**src/shared/vmd_pkg.sv**
```systemverilog
// Operation
// - decode one contiguous block inside the 24-bit vme address space
// - on a hit pass the address, a23..a20 zeroed for a 20-bit board, and issue matching memory read or write
// - block size is any power of two from 256 bytes to 16 mbytes
// - block start is a whole multiple of the block size
// - each address bit a23..a8 is compared or ignored on its own
// - base setting is two bytes, section 1..8 map a23..a16 and a15..a8
// - a base section that is on matches an address bit of 0
// - mask setting is two bytes, section 1..8 map a23..a16 and a15..a8
// - mask on bits are compared, respond only when all of them match
// - mask off bits are ignored and passed through unchanged
// - a7..a0 never compared, always forwarded
// - attached board may be a 20-bit or 24-bit memory slave
// - all mask off with all base on never selects the window
package vmd_pkg;

    // ==========================================================
    // widths
    localparam int VMD_ADDR_W = 24;
    localparam int VMD_CMP_LO = 8;
    localparam int VMD_NARROW_W = 20;
    localparam int VMD_REG_AW = 8;
    localparam int VMD_CNT_W = 16;

    // ==========================================================
    // register offsets
    localparam logic [7:0] VMD_OFS_BASE = 8'h00;
    localparam logic [7:0] VMD_OFS_MASK = 8'h04;
    localparam logic [7:0] VMD_OFS_CTRL = 8'h08;
    localparam logic [7:0] VMD_OFS_STATUS = 8'h0C;
    localparam logic [7:0] VMD_OFS_LAST = 8'h10;
    localparam logic [7:0] VMD_OFS_HITS = 8'h14;
    localparam logic [7:0] VMD_OFS_MISSES = 8'h18;

    // ==========================================================
    // field positions
    localparam int VMD_CTRL_WIDE_BIT = 0;
    localparam int VMD_ST_OFF_BIT = 0;
    localparam int VMD_ST_CYC_BIT = 1;
    localparam int VMD_ST_HIT_BIT = 2;
    localparam int VMD_ST_RD_BIT = 3;
    localparam int VMD_ST_WR_BIT = 4;
    localparam int VMD_ST_WIDE_BIT = 5;

    // ==========================================================
    // reset values: window disabled, 24-bit board
    localparam logic [7:0] VMD_BASE_RST = 8'hFF;
    localparam logic [7:0] VMD_MASK_RST = 8'h00;
    localparam logic VMD_WIDE_RST = 1'b1;

    // one bit per switch section, bit 7 is section 1, 1 means on
    typedef struct packed {
        logic [7:0] high;
        logic [7:0] low;
    } vmd_setting_type;

    typedef struct packed {
        logic [VMD_ADDR_W-1:0] addr;
        logic active;
        logic write;
    } vmd_cycle_type;

    typedef enum logic [1:0] {
        VMD_IDLE,
        VMD_READ,
        VMD_WRITE,
        VMD_PASS
    } vmd_state_type;

endpackage

```
**src/hdl/vmd_window_match.sv**
```systemverilog
`timescale 1ns/1ps
module vmd_window_match
    import vmd_pkg::*;
(
    input wire logic [VMD_ADDR_W-1:VMD_CMP_LO] addr_i,
    input wire vmd_setting_type base_i,
    input wire vmd_setting_type mask_i,
    output logic hit_o,
    output logic off_o
);

    logic [VMD_ADDR_W-1:VMD_CMP_LO] base_bits;
    logic [VMD_ADDR_W-1:VMD_CMP_LO] mask_bits;
    logic [VMD_ADDR_W-1:VMD_CMP_LO] bit_ok;

    // ==========================================================
    // section 1 of each byte sits on the upper address bit
    assign base_bits = {base_i.high, base_i.low};
    assign mask_bits = {mask_i.high, mask_i.low};

    // ==========================================================
    // per bit compare
    for (genvar b = VMD_CMP_LO; b < VMD_ADDR_W; b++) begin : g_bit
        // on base section matches a zero address bit
        assign bit_ok[b] = !mask_bits[b] || (addr_i[b] == !base_bits[b]);
    end

    assign off_o = (mask_bits == '0) && (base_bits == '1);
    assign hit_o = (&bit_ok) && !off_o;

endmodule

```
**src/hdl/vmd_memory_window.sv**
```systemverilog
`timescale 1ns/1ps
module vmd_memory_window
    import vmd_pkg::*;
#(
    parameter int ADDR_W = VMD_ADDR_W,
    parameter int CNT_W = VMD_CNT_W
) (
    input wire logic core_clk_i,
    input wire logic nrst_i,
    // vme side
    input wire logic [ADDR_W-1:0] vme_addr_i,
    input wire logic vme_cycle_i,
    input wire logic vme_write_i,
    // multibus side
    output logic [ADDR_W-1:0] mb_addr_o,
    output logic mb_mem_rd_o,
    output logic mb_mem_wr_o,
    // register port
    input wire logic [VMD_REG_AW-1:0] reg_addr_i,
    input wire logic [31:0] reg_wdata_i,
    input wire logic reg_wr_i,
    input wire logic reg_rd_i,
    output logic [31:0] reg_rdata_o
);

    // ==========================================================
    // elaboration checks
    if (ADDR_W != VMD_ADDR_W) begin : g_bad_addr
        $error("vmd_memory_window serves a 24-bit address space only");
    end
    if (CNT_W < 1 || CNT_W > 32) begin : g_bad_cnt
        $error("vmd_memory_window counter width must be 1 to 32");
    end

    // ==========================================================
    // declarations
    vmd_setting_type base_q;
    vmd_setting_type mask_q;
    logic wide_q;
    logic [ADDR_W-1:0] last_q;
    logic [CNT_W-1:0] hits_q;
    logic [CNT_W-1:0] misses_q;
    logic [CNT_W-1:0] hits_d;
    logic [CNT_W-1:0] misses_d;
    logic [ADDR_W-1:0] mb_addr_q;
    logic [ADDR_W-1:0] mb_addr_d;
    logic mb_rd_q;
    logic mb_wr_q;
    logic cyc_q;
    logic [31:0] rdata_q;
    logic [31:0] rdata_d;
    vmd_state_type state_q;
    vmd_state_type state_d;
    vmd_cycle_type cyc_in;
    logic hit;
    logic off;
    logic cyc_start;
    logic wr_base;
    logic wr_mask;
    logic wr_ctrl;
    logic clr_hits;
    logic clr_misses;

    // ==========================================================
    // inputs bundled for the decode
    assign cyc_in.addr = vme_addr_i;
    assign cyc_in.active = vme_cycle_i;
    assign cyc_in.write = vme_write_i;

    assign cyc_start = cyc_in.active && !cyc_q;

    // ==========================================================
    // window compare, low byte never looked at
    vmd_window_match u_match (
        .addr_i(cyc_in.addr[ADDR_W-1:VMD_CMP_LO]),
        .base_i(base_q),
        .mask_i(mask_q),
        .hit_o(hit),
        .off_o(off)
    );

    // ==========================================================
    // register write decode
    assign wr_base = reg_wr_i && (reg_addr_i == VMD_OFS_BASE);
    assign wr_mask = reg_wr_i && (reg_addr_i == VMD_OFS_MASK);
    assign wr_ctrl = reg_wr_i && (reg_addr_i == VMD_OFS_CTRL);
    assign clr_hits = reg_wr_i && (reg_addr_i == VMD_OFS_HITS);
    assign clr_misses = reg_wr_i && (reg_addr_i == VMD_OFS_MISSES);

    // ==========================================================
    // base setting
    always_ff @(posedge core_clk_i) begin
        if (!nrst_i) begin
            base_q.high <= VMD_BASE_RST;
            base_q.low <= VMD_BASE_RST;
        end else if (wr_base) begin
            base_q.high <= reg_wdata_i[15:8];
            base_q.low <= reg_wdata_i[7:0];
        end
    end

    // ==========================================================
    // compare mask setting
    always_ff @(posedge core_clk_i) begin
        if (!nrst_i) begin
            mask_q.high <= VMD_MASK_RST;
            mask_q.low <= VMD_MASK_RST;
        end else if (wr_mask) begin
            mask_q.high <= reg_wdata_i[15:8];
            mask_q.low <= reg_wdata_i[7:0];
        end
    end

    // ==========================================================
    // 20 or 24 bit attached board
    always_ff @(posedge core_clk_i) begin
        if (!nrst_i) begin
            wide_q <= VMD_WIDE_RST;
        end else if (wr_ctrl) begin
            wide_q <= reg_wdata_i[VMD_CTRL_WIDE_BIT];
        end
    end

    // ==========================================================
    // command state
    always_comb begin
        state_d = VMD_IDLE;
        if (cyc_in.active) begin
            if (hit && cyc_in.write) begin
                state_d = VMD_WRITE;
            end else if (hit) begin
                state_d = VMD_READ;
            end else begin
                state_d = VMD_PASS;
            end
        end
    end

    always_ff @(posedge core_clk_i) begin
        if (!nrst_i) begin
            state_q <= VMD_IDLE;
        end else begin
            state_q <= state_d;
        end
    end

    always_ff @(posedge core_clk_i) begin
        if (!nrst_i) begin
            cyc_q <= 1'b0;
        end else begin
            cyc_q <= cyc_in.active;
        end
    end

    // ==========================================================
    // multibus command outputs, dropped once the cycle ends
    always_ff @(posedge core_clk_i) begin
        if (!nrst_i) begin
            mb_rd_q <= 1'b0;
            mb_wr_q <= 1'b0;
        end else begin
            case (state_d)
                VMD_READ: begin
                    mb_rd_q <= 1'b1;
                    mb_wr_q <= 1'b0;
                end
                VMD_WRITE: begin
                    mb_rd_q <= 1'b0;
                    mb_wr_q <= 1'b1;
                end
                default: begin
                    mb_rd_q <= 1'b0;
                    mb_wr_q <= 1'b0;
                end
            endcase
        end
    end

    // ==========================================================
    // address pass-through, upper nibble parked for a 20-bit board
    always_comb begin
        mb_addr_d = cyc_in.addr;
        if (!wide_q) begin
            mb_addr_d[ADDR_W-1:VMD_NARROW_W] = '0;
        end
    end

    always_ff @(posedge core_clk_i) begin
        if (!nrst_i) begin
            mb_addr_q <= '0;
        end else begin
            mb_addr_q <= mb_addr_d;
        end
    end

    // ==========================================================
    // last address that hit the window
    always_ff @(posedge core_clk_i) begin
        if (!nrst_i) begin
            last_q <= '0;
        end else if (cyc_start && hit) begin
            last_q <= cyc_in.addr;
        end
    end

    // ==========================================================
    // per cycle counters, a count in the clear cycle is kept
    always_comb begin
        hits_d = hits_q;
        if (clr_hits) begin
            hits_d = '0;
        end
        if (cyc_start && hit) begin
            hits_d = (clr_hits ? CNT_W'(0) : hits_q) + CNT_W'(1);
        end
    end

    always_comb begin
        misses_d = misses_q;
        if (clr_misses) begin
            misses_d = '0;
        end
        if (cyc_start && !hit) begin
            misses_d = (clr_misses ? CNT_W'(0) : misses_q) + CNT_W'(1);
        end
    end

    always_ff @(posedge core_clk_i) begin
        if (!nrst_i) begin
            hits_q <= '0;
            misses_q <= '0;
        end else begin
            hits_q <= hits_d;
            misses_q <= misses_d;
        end
    end

    // ==========================================================
    // register read, data valid only in the cycle after the strobe
    always_comb begin
        rdata_d = '0;
        if (reg_rd_i) begin
            case (reg_addr_i)
                VMD_OFS_BASE: begin
                    rdata_d[15:0] = base_q;
                end
                VMD_OFS_MASK: begin
                    rdata_d[15:0] = mask_q;
                end
                VMD_OFS_CTRL: begin
                    rdata_d[VMD_CTRL_WIDE_BIT] = wide_q;
                end
                VMD_OFS_STATUS: begin
                    rdata_d[VMD_ST_OFF_BIT] = off;
                    rdata_d[VMD_ST_CYC_BIT] = cyc_q;
                    rdata_d[VMD_ST_HIT_BIT] = (state_q == VMD_READ) ||
                        (state_q == VMD_WRITE);
                    rdata_d[VMD_ST_RD_BIT] = mb_rd_q;
                    rdata_d[VMD_ST_WR_BIT] = mb_wr_q;
                    rdata_d[VMD_ST_WIDE_BIT] = wide_q;
                end
                VMD_OFS_LAST: begin
                    rdata_d[ADDR_W-1:0] = last_q;
                end
                VMD_OFS_HITS: begin
                    rdata_d[CNT_W-1:0] = hits_q;
                end
                VMD_OFS_MISSES: begin
                    rdata_d[CNT_W-1:0] = misses_q;
                end
                default: begin
                    rdata_d = '0;
                end
            endcase
        end
    end

    always_ff @(posedge core_clk_i) begin
        if (!nrst_i) begin
            rdata_q <= '0;
        end else begin
            rdata_q <= rdata_d;
        end
    end

    // ==========================================================
    // outputs
    assign mb_addr_o = mb_addr_q;
    assign mb_mem_rd_o = mb_rd_q;
    assign mb_mem_wr_o = mb_wr_q;
    assign reg_rdata_o = rdata_q;

endmodule

```
**config.mk**
```make
export PLATFORM = sky130hd
export DESIGN_NAME = vmd_memory_window
export DESIGN_NICKNAME = d
export VERILOG_FILES = /design/src/shared/vmd_pkg.sv /design/src/hdl/vmd_window_match.sv /design/src/hdl/vmd_memory_window.sv
export SDC_FILE = /design/constraint.sdc
export NUM_CORES = 1
export LEC_CHECK = 0
export ABC_AREA = 1
export BUFFER_PORTS_ARGS = -buffer_cell sky130_fd_sc_hd__buf_2
export CAP_MARGIN = 20
export CORE_ASPECT_RATIO = 1.5
export CORE_MARGIN = 2
export CORE_UTILIZATION = 45
export DETAILED_ROUTE_END_ITERATION = 6
export GPL_TIMING_DRIVEN = 0
export PLACE_DENSITY = 0.78
export SLEW_MARGIN = 20
export SYNTH_ARGS = -nofsm -noshare
export SYNTH_HDL_FRONTEND = slang
export SYNTH_HIERARCHICAL = 1
export SYNTH_SLANG_ARGS = --single-unit
```
**constraint.sdc**
```tcl
create_clock -name core_clk_i -period 5.7 [get_ports core_clk_i]
set_clock_uncertainty 0.05 [all_clocks]
set_input_delay 0 -clock core_clk_i [delete_from_list [all_inputs] [get_ports core_clk_i]]
set_output_delay 0 -clock core_clk_i [all_outputs]
set_load 0.05 [all_outputs]
```
# Word-level counts from Yosys, hierarchy flattened
# Index checks and enable logic that the tools add are counted.
[op_classes] order_cmp=0 mul=0 n_reduce_logical=69 div_mod_pow=0 shift=0 bitwise=0 n_eq_ne=27 mux=12 add_sub_neg=2
[op_table] operator="2-to-1 mux 16 bit" n=4
[op_table] operator="one-hot mux 10 bit (5 select lines)" n=1
[op_table] operator="logical NOT 1 bit" n=35
[op_table] operator="adder 16 x 1 -> 16 bit, second input constant" n=2
[op_table] operator="one-hot mux 5 bit (6 select lines)" n=1
[op_table] operator="== test 8 x 5 -> 1 bit, second input constant" n=3
[op_table] operator="logical OR 1 bit" n=17
[op_table] operator="== test 1 bit" n=16
[op_table] operator="== test 16 bit, second input constant" n=1
[op_table] operator="== test 8 x 4 -> 1 bit, second input constant" n=2
[op_table] operator="logical NOT 16 bit" n=1
[op_table] operator="AND reduction 16 bit" n=1
[op_table] operator="logical AND 1 bit" n=11
[op_table] operator="== test 8 x 3 -> 1 bit, second input constant" n=1
[op_table] operator="logical NOT 8 bit" n=1
[op_table] operator="one-hot mux 1 bit (7 select lines)" n=1
[op_table] operator="2-to-1 mux 2 bit" n=3
[op_table] operator="== test 2 x 1 -> 1 bit, second input constant" n=2
[op_table] operator="== test 2 bit, second input constant" n=2
[op_table] operator="AND reduction 2 bit" n=2
[op_table] operator="AND reduction 3 bit" n=1
[op_table] operator="2-to-1 mux 1 bit" n=2
[totals] mem_bits_ro=0 n_memories=0 inputBits=70 wordCells=127 latchBits=0 ff_bits=150 ramBits=0

# Logic depth before layout (Yosys ltp)
# Gate-level depths: netlist of the first run.
[logic_depth] depth_word=10 mapped_depth=19 mapped_depth_nobuf=19

# Hierarchy
# Netlist of the first run, hierarchy kept.
[by_module_without_submodules] module="vmd_memory_window" seq_area_each_um2=2842.7 area_per_inst_um2=5915.7 cells_each=795 n_inst=1
[by_module_without_submodules] module="vmd_window_match" seq_area_each_um2=0.0 area_per_inst_um2=513.0 cells_each=127 n_inst=1

# Worst setup path before layout of the first run
# OpenSTA, ideal clock, no wires.
[synth_timing] path_kind="reg-to-reg" from="reg base_q[3] (netlist bit)" to="reg hits_q[15]" stages_incl_launch_ff=16 t_required_ns=5.535 arrival_time_ns=1.890 path_buffers=0 path_slack_ns=3.645 cell_sequence="dfxtp_1 > or2_0 > nand3_1 > nand2_1 > nor2_1 > nand2_1 > nor2_1 > nand3_2 > nor3_2 > nand3_2 > nor2_4 > nand2_2 > nor2_4 > nand3_1 > nand2_1 > nor2_1"
[synth_between] elab_chain_cells=7
[synth_lines] element="start, declared" line_no="vmd_memory_window.sv:37" rtl="vmd_setting_type base_q;"
[synth_lines] element="logical NOT 1 bit" line_no="vmd_window_match.sv:25" rtl="assign bit_ok[b] = !mask_bits[b] || (addr_i[b] == !base_bits[b]);"
[synth_lines] element="== test 1 bit" line_no="vmd_window_match.sv:25"
[synth_lines] element="logical OR 1 bit" line_no="vmd_window_match.sv:25"
[synth_lines] element="AND reduction 16 bit" line_no="vmd_window_match.sv:29" rtl="assign hit_o = (&bit_ok) && !off_o;"
[synth_lines] element="logical AND 1 bit (*)" line_no="vmd_window_match.sv:29"
[synth_lines] element="net hit" line_no="vmd_memory_window.sv:55" rtl="logic hit;"
[synth_lines] element="logical AND 1 bit (*)" line_no="vmd_memory_window.sv:213" rtl="if (cyc_start && hit) begin"
[synth_lines] element="2-to-1 mux 16 bit (*)" line_no="vmd_memory_window.sv:213"
[synth_lines] element="end signal, assigned" line_no="vmd_memory_window.sv:233" rtl="hits_q <= hits_d;"
[synth_lines] element="end, declared" line_no="vmd_memory_window.sv:41" rtl="logic [CNT_W-1:0] hits_q;"
# The timed path passes the listed nets; every way through them passes the cells marked *.
# A chain may end at the register's enable or synchronous reset.

# Worst setup path in the final report of the first run
[layout_timing] from="reg mask_q[14] (netlist bit)" to="reg last_q[22]"
[layout_between] elab_chain_cells=5
[layout_lines] element="start, declared" line_no="vmd_memory_window.sv:38" rtl="vmd_setting_type mask_q;"
[layout_lines] element="logical NOT 1 bit or logical NOT 16 bit (tied branches)" line_no="vmd_window_match.sv:25, vmd_window_match.sv:28"
[layout_lines] element="logical OR 1 bit or logical AND 1 bit (tied branches)" line_no="vmd_window_match.sv:25, vmd_window_match.sv:28"
[layout_lines] element="AND reduction 16 bit or logical NOT 1 bit (tied branches)" line_no="vmd_window_match.sv:29"
[layout_lines] element="logical AND 1 bit (*)" line_no="vmd_window_match.sv:29"
[layout_lines] element="net hit" line_no="vmd_memory_window.sv:55"
[layout_lines] element="logical AND 1 bit (*)" line_no="vmd_memory_window.sv:201" rtl="end else if (cyc_start && hit) begin"
[layout_lines] element="end signal, assigned" line_no="vmd_memory_window.sv:202" rtl="last_q <= cyc_in.addr;"
[layout_lines] element="end, declared" line_no="vmd_memory_window.sv:40" rtl="logic [ADDR_W-1:0] last_q;"
# Marked as above.

==> metrics.cfg, run 1 <==
[detailed_routing]
wl_per_cell_um=15.5
vias=6697
highest_layer=met4
first_pass_iters=7
drc=1
finalWirelength_um=20100
first_iter_violations=493
ant_nets=0
wl_met1_um=7560
met2WireLength_um=9930
wl_met3_um=1340
vias_per_cell=5.15

[logic_synthesis]
netlist_instances=922
ys_seq_area_frac=0.442
ys_ff_latch=142
syn_area_per_cell_sq_um=6.97
yosysUniqueCellTypes=39
yosys_warnings=6
syn_area_sq_um=6430

[worst_setup_path]
endpoint=last_q[22]
r2r-start=mask_q[14]
start_kind=flop
rr_endpoint=last_q[22]
crit_required_ns=5.95
reg2reg_depth=13
crit_path_start=mask_q[14]
r2r_slack_ns=2.81
endpoint_kind=flop
critical_path.max_fanout=10
critical_path_class=flop to flop
cp.arrival_ns=3.14

[die]
core_area_sq_um=14000
dieArea_sq_um=15300
die_x_um=102
core.rowCount=53
die_height_um=150
initial_core_util=0.459
ios=128

[outcome]
outcome=complete, but fails checks
violations=DRC

[clock_tree]
numCtsBuffers=17
clock-sinks=142
cts_buffer_depth=2
cts_setup_buffers=0
cts_tree=done
root_buffer=clkbuf_16
clock_latency_ns=0.43
path_clk_slew_ns=0.06
ctsResizeCount=0
htreeDepth=4

[power]
p_int_uw=1870
power_switching_uw=588
comb_power_share=0.077
total_leakage_power_uw=0.00399
power.total_uw=2460
clock_power_share=0.509
power_density_nw_per_um2=295
ir_drop_mv=0.182
p_sw_frac=0.239
power_frac_seq=0.414

[timing]
min_period_ns=2.89
period_share=0.508
fin_tns_setup_ns=0
relSlewSlack=0.588
worst_pin_slew_ns=0.618
grt_setup_unrepaired=no
slew_violations=0
fmax_mhz=346
hold_violations=0
setup_violations=0

[finish]
drive_above_1_share=0.169
final_cell_mix=nand2_1 (225), dfxtp_1 (142), inv_1 (133)
final_core_util=0.595
areaGrowthSynthToFinish_pct=29.5
antenna_cells=0
fin_nets=1169
final_common_cell=nand2_1
stdcell_area_sq_um=8330

[grt]
grt_pass1_vias=6293
track_usage=0.266
grt-ovfl-total=0
grt_pass1_wl_um=31000
grt_antenna_before_repair=0
grt_max_degree=17

[run]
drv_cap=0

[placed_design]
place.gp.congestion=0.935
io_buffers=102
dpl.hpwl_um=14600
place_area_sq_um=7210

[hold_path]
hold_path.class=input pin to flop

-- cell usage after synthesis (all sizes together) --
library cell,count,share of area
xnor2,3,0.0041
ha,2,0.0039
a21oi,60,0.047
o22ai,6,0.0058
nand3,62,0.054
clkinv,1,0.00058
o2111ai,2,0.0027
clkbuf,15,0.0088
o21ai,63,0.049
buf,26,0.031
o2bb2ai,1,0.0014
a211oi,4,0.0047
xor2,1,0.0014
a221oi,2,0.0027
or2,1,0.00097
nor3b,2,0.0031
a31oi,6,0.0058
a22o,4,0.0054
dfxtp,142,0.44
nand2,231,0.14
nand4,16,0.016
inv,138,0.081
conb,1,0.00058
o21a,4,0.0047
nor3,12,0.011
nor2,117,0.076
-- metrics by stage --
step	hold slack (ns)	instances	setup WS, ns
after detailed placement	0.145	1223	2.96
after global routing	0.0898	1301	2.60
final	0.0404	1301	2.81
after CTS	0.0383	1301	2.93
after floorplan	0.0286	929	3.65
after global placement	0.151	1223	2.97
-- worst min path at each step --
| stage | cells past startpoint | slack, ns | end | from |
|---|---|---|---|---|
| after floorplan | 1 | 0.03 | mb_mem_rd_o | vme_write_i |
| after global placement | 2 | 0.15 | mb_mem_rd_o | vme_write_i |
| after detailed placement | 3 | 0.15 | mb_addr_o[0] | vme_addr_i[0] |
| after CTS | 7 | 0.04 | wide_q | reg_addr_i[4] |
| after global routing | 3 | 0.09 | misses_q[10] | nrst_i |
| final | 7 | 0.04 | wide_q | reg_addr_i[4] |
-- power groups by stage --
stage	combinational (uW)	sequential [uW]	clock (uW)
3_5_place_dp	161	1040	0
2_1_floorplan	69.2	1070	0
3_3_place_gp	159	1040	0
5_1_grt	203	1020	1290
4_1_cts	186	1020	1250
6_report	189	1020	1250
-- final cells by class --
type | instances | area, sq um
fillers | 1276 | 5670
flip-flops and latches | 142 | 2840
multi-input cells | 607 | 2840
repair buffers | 149 | 981
inverters | 139 | 522
clock buffers | 20 | 447
plain buffers | 41 | 253
well taps | 192 | 240
clock inverters | 11 | 203
-- state kept, by name, summed over array words and instances (netlist names) --
register,flops
mb_addr_o,24
state_q,2
mask_q,16
mb_mem_wr_o,1
base_q,16
hits_q,16
misses_q,16
mb_mem_rd_o,1
wide_q,1
cyc_q,1
reg_rdata_o,24
last_q,24
-- kinds of logic after synthesis --
group	Yosys count	synth area share
AOI/OAI and AO/OA	152	0.129
xor gates and xnor gates	4	0.00545
adders and majority gates	2	0.00389
buffers and inverters	180	0.120
DFF	142	0.442
other	1	0.000583
and+or+nand+nor	441	0.298
-- critical path, stage by stage, from the launching register on --
cell      delay [ns]
dfxtp_1         0.45
inv_1           0.07
nand2_1         0.07
nor2_1          0.05
nand2_1         0.06
nor2_1          0.04
nand2_1         0.16
nand3_1         0.18
nor2_1          0.42
nand3_2         0.23
clkbuf_1        0.31
clkbuf_1        0.31
o21ai_0         0.31
a21oi_1         0.07
-- metal layers --
layer | GRT usage | up-vias
met5 | 0 | -
met4 | 0.171 | 0
met3 | 0.0478 | 94
met2 | 0.458 | 302
met1 | 0.296 | 3047
li1 | - | 3254
-- repair_timing --
action,4_1_cts,5_1_grt
endpoints found under the setup margin,0,0
hold endpoints to repair,89,0
hold buffers,47,0
No activity file was read; power rests on OpenSTA's default activity.
==> inputs of run 2 (changes only) <==
Clock period 5.7 ns to 2.8 ns, I/O delays scaled along.
==> run 2 against run 1 <==
Compared with the run above: the flow now finishes without violations; die area is the same; worst hold slack better by 0.010 ns; critical path depth grew 4; final cell count is the same; wire length about the same; cell area increased by 0.18%; critical path type unchanged; largest cell class is now multi-input gates; highest routed layer unchanged.
==> metrics.cfg, run 2 (synthesis results as in run 1) <==
[detailed_routing]
first_iter_violations=469
ant_nets=0
vias=6713
wl_per_cell_um=15.5
finalWirelength_um=20100
drc=0
first_pass_iters=6
vias_per_cell=5.16

[finish]
n_fill_cell=1276
final_common_cell=nand2_1
drive_above_1_share=0.173
final_cell_mix=nand2_1 (225), dfxtp_1 (142), inv_1 (133)
antenna_cells=0
areaGrowthSynthToFinish_pct=29.7
fin_nets=1169
finalNonFillerCells=1301

[die]
core.rowCount=53
dieArea_sq_um=15300
die_height_um=150
die_x_um=102
initial_core_util=0.459
core_area_sq_um=14000
ios=128

[clock_tree]
clock-sinks=142
cts_setup_buffers=0
numCtsBuffers=17
cts_tree=done
root_buffer=clkbuf_16
htreeDepth=4
path_clk_slew_ns=0.06
clock_latency_ns=0.42
cts_buffer_depth=2

[grt]
grt_antenna_before_repair=0
grt.busiest_layer=met2
met1_usage=0.296
grt_pass1_wl_um=31000
grt_util_met2=0.458
grtUsageMet3=0.0478
grt-ovfl-total=0
grt_pass1_vias=6293
grt_max_degree=17
track_usage=0.266

[timing]
fmax_mhz=382
period_share=0.935
hold_violations=0
worst_pin_slew_ns=0.630
slew_violations=0
min_period_ns=2.62
relSlewSlack=0.580
fin_tns_setup_ns=0
grt_setup_unrepaired=no
setup_violations=0

[placed_design]
dpl.hpwl_um=14600
dp.cells=1223
io_buffers=102
place.gp.congestion=0.935

[worst_setup_path]
critical_path.max_fanout=7
crit_path_start=base_q[10]
r2r-start=base_q[10]
crit_required_ns=3.07
endpoint_kind=flop
start_kind=flop
cp.arrival_ns=2.89
critical_path_class=flop to flop

[power]
ir_drop_mv=0.371
power_density_nw_per_um2=600
total_leakage_power_uw=0.00400

[run]
drv_cap=0

[outcome]
outcome=completed

[hold_path]
hold_path.class=input pin to flop
hp-start=reg_addr_i[4]

## run 2: cell counts in the layout (fill, tap and decap cells not counted)
No cell type changed its count.
## run 2: layer usage
metal | wire, um | vias up
met4 | 1230 | 0
met2 | 9990 | 311
met5 | 0 | -
met3 | 1360 | 86
li1 | - | 3260
met1 | 7550 | 3056
## run 2: layout make-up
| type | instances | area (sq um) | share of cell area |
|---|---|---|---|
| multi-input combinational | 607 | 2850 | 0.342 |
| clock buffer | 20 | 447 | 0.0536 |
| sequential | 142 | 2840 | 0.341 |
| timing repair buffer | 149 | 981 | 0.118 |
| clock inverter | 11 | 203 | 0.0243 |
| buffer | 41 | 255 | 0.0306 |
| tap | 192 | 240 | 0.0288 |
| inverter | 139 | 522 | 0.0626 |
## run 2: where the power goes
group / internal (uW) / total, uW / switching, uW
sequential: 2060 / 2070 / 14.7
clock: 1620 / 2540 / 926
combinational: 131 / 386 / 256
## run 2: worst paths after layout
path,slack (ns),endpoint,depth (start not counted)
worst max register to register,0.18,misses_q[11],17
worst max-delay path,0.18,misses_q[11],17
worst min register to register,0.39,reg_rdata_o[17],2
worst min-delay path,0.05,wide_q,7
## run 2: metrics by stage
| step | hold WS (ns) | area [sq um] | setup slack, ns | power (uW) | util |
|---|---|---|---|---|---|
| finish | 0.0507 | 8340 | 0.182 | 5000 | 0.596 |
| global route | 0.0898 | 8340 | 0.00214 | 5120 | 0.596 |
| CTS | 0.0383 | 8330 | 0.0283 | 5000 | 0.595 |
| detailed placement | 0.145 | 7210 | 0.0614 | 2440 | 0.515 |
| global placement | 0.151 | 7210 | 0.0727 | 2440 | 0.515 |
| floorplan | 0.0286 | 6450 | 0.745 | 2320 | - |
## run 2: repair_timing
item                                    CTS  global route
hold buffers                             47             0
endpoints found under the setup margin    0            39
gates resized for setup                   0             8
hold endpoints to repair                 89             0
## run 2: critical path: stages, from the launching register on
cell,delay [ns]
dfxtp_1,0.47
nand2_1,0.08
nor2_1,0.12
nand3_1,0.07
nor2_1,0.09
nand2_1,0.15
nand3_1,0.22
nor2_4,0.09
inv_2,0.09
nand3_2,0.15
nor2_1,0.13
nand3_1,0.16
nor2_4,0.20
nand2_2,0.12
nor2_4,0.13
inv_2,0.05
nor2_1,0.09
nor2_1,0.05
==> inputs of run 3 (changes only) <==
Settings changed: CORE_ASPECT_RATIO 1.5 to 0.8.
==> run 3 against run 2 <==
Compared with the run above: combinational power increased by 1%; non-clock buffer count increased by 1; flip-flop and latch count unchanged; worst setup slack improved by 0.033 ns.
==> metrics.cfg, run 3 (synthesis results as in run 1) <==
[outcome]
outcome=completed

[worst_setup_path]
cp.arrival_ns=2.87
critical_path_class=flop to flop
crit_required_ns=3.08
reg2reg_depth=15
r2r-start=base_q[9]
critical_path.max_fanout=6
r2r_slack_ns=0.22
endpoint_kind=flop
rr_endpoint=hits_q[11]
start_kind=flop

[hold_path]
holdPathStages=4
hold_path.class=input pin to flop
hp-start=reg_rd_i
min_to=reg_rdata_o[4]

[timing]
fin_tns_setup_ns=0
slew_violations=0
period_share=0.923
fmax_mhz=387
worst_pin_slew_ns=0.676
hold_slack_ns=0.0202
relSlewSlack=0.545
setup_violations=0
min_period_ns=2.58
grt_setup_unrepaired=no
hold_violations=0

[clock_tree]
cts_setup_buffers=0
numCtsBuffers=17
root_buffer=clkbuf_16
cts_tree=done
clock_latency_ns=0.44
cts_buffer_depth=2
clock-sinks=142
path_clk_slew_ns=0.06
htreeDepth=4

[grt]
grt_antenna_before_repair=0
grt-ovfl-total=0
grt_pass1_wl_um=31200
grt_pass1_vias=6162
track_usage=0.270
grt_max_degree=17

[detailed_routing]
first_iter_violations=745
drc=0
vias_per_cell=5.20
ant_nets=0
wl_per_cell_um=15.4
vias=6735
first_pass_iters=6
finalWirelength_um=19900

[die]
core_area_sq_um=14100
die_x_um=138
initial_core_util=0.456
die_height_um=111
dieArea_sq_um=15300
core.rowCount=39
ios=128

[placed_design]
place.gp.congestion=0.990
place_area_sq_um=7200
io_buffers=102
dp.cells=1215
dpl.hpwl_um=14200

[finish]
n_fill_cell=1301
stdcell_area_sq_um=8230
final_cell_mix=nand2_1 (225), dfxtp_1 (142), inv_1 (133)
antenna_cells=0
fin_nets=1170
areaGrowthSynthToFinish_pct=28.0
drive_above_1_share=0.171
finalNonFillerCells=1294
final_common_cell=nand2_1

[power]
ir_drop_mv=0.466
total_leakage_power_uw=0.00396
power_density_nw_per_um2=559

[run]
drv_cap=0

## run 3: worst max path at each step
stage | depth (start not counted) | from | slack (ns) | end
2_1_floorplan | 15 | base_q[3] | 0.75 | hits_q[15]
3_3_place_gp | 15 | base_q[9] | 0.24 | hits_q[15]
3_5_place_dp | 15 | base_q[11] | 0.22 | hits_q[15]
4_1_cts | 15 | base_q[9] | 0.19 | hits_q[11]
5_1_grt | 13 | base_q[14] | 0.07 | hits_q[8]
6_report | 15 | base_q[9] | 0.22 | hits_q[11]
## run 3: final cells by class
type                            instances  area (sq um)  area share
Sequential cell                       142          2840       0.345
Multi-Input combinational cell        607          2840       0.345
Timing Repair Buffer                  150           991       0.120
Inverter                              139           522      0.0634
Clock buffer                           17           425      0.0517
Buffer                                 41           253      0.0307
Tap cell                              184           230      0.0280
Clock inverter                         14           125      0.0152
## run 3: worst max-delay path, cell delays in order (launching register included)
cell	delay [ns]
dfxtp_1	0.45
nand2_1	0.08
nand3_1	0.06
nand2_1	0.05
nor2_1	0.18
nand3_1	0.15
nor2_2	0.24
nand3_2	0.23
nor3_2	0.19
nand3_2	0.14
nor2_4	0.20
nand2_2	0.12
nor2_4	0.13
inv_2	0.05
nor2_1	0.10
nor2_1	0.05
## run 3: layer usage
metal  GRT usage  share of wire  vias up
li1            -              -     3260
met1       0.385           0.44     3071
met2       0.391           0.41      369
met3      0.0677           0.12       35
met4      0.0990          0.023        0
met5           0              0        -
## run 3: through the flow
stage / total power (uW) / utilization / setup WS [ns]
finish: 4600 / 0.584 / 0.216
global route: 4740 / 0.584 / 0.0682
CTS: 4610 / 0.583 / 0.193
detailed placement: 2440 / 0.510 / 0.219
global placement: 2440 / 0.510 / 0.237
floorplan: 2320 / - / 0.745
## run 3: what timing repair did
action	CTS	global route
hold endpoints to repair	88	0
setup endpoints to repair	0	3
resized for setup	0	1
hold buffers	48	0
## run 3: power breakdown
part | internal, uW | switching (uW)
clock network | 1160 | 980
registers | 2060 | 14.4
logic | 131 | 259
total | 3350 | 1250
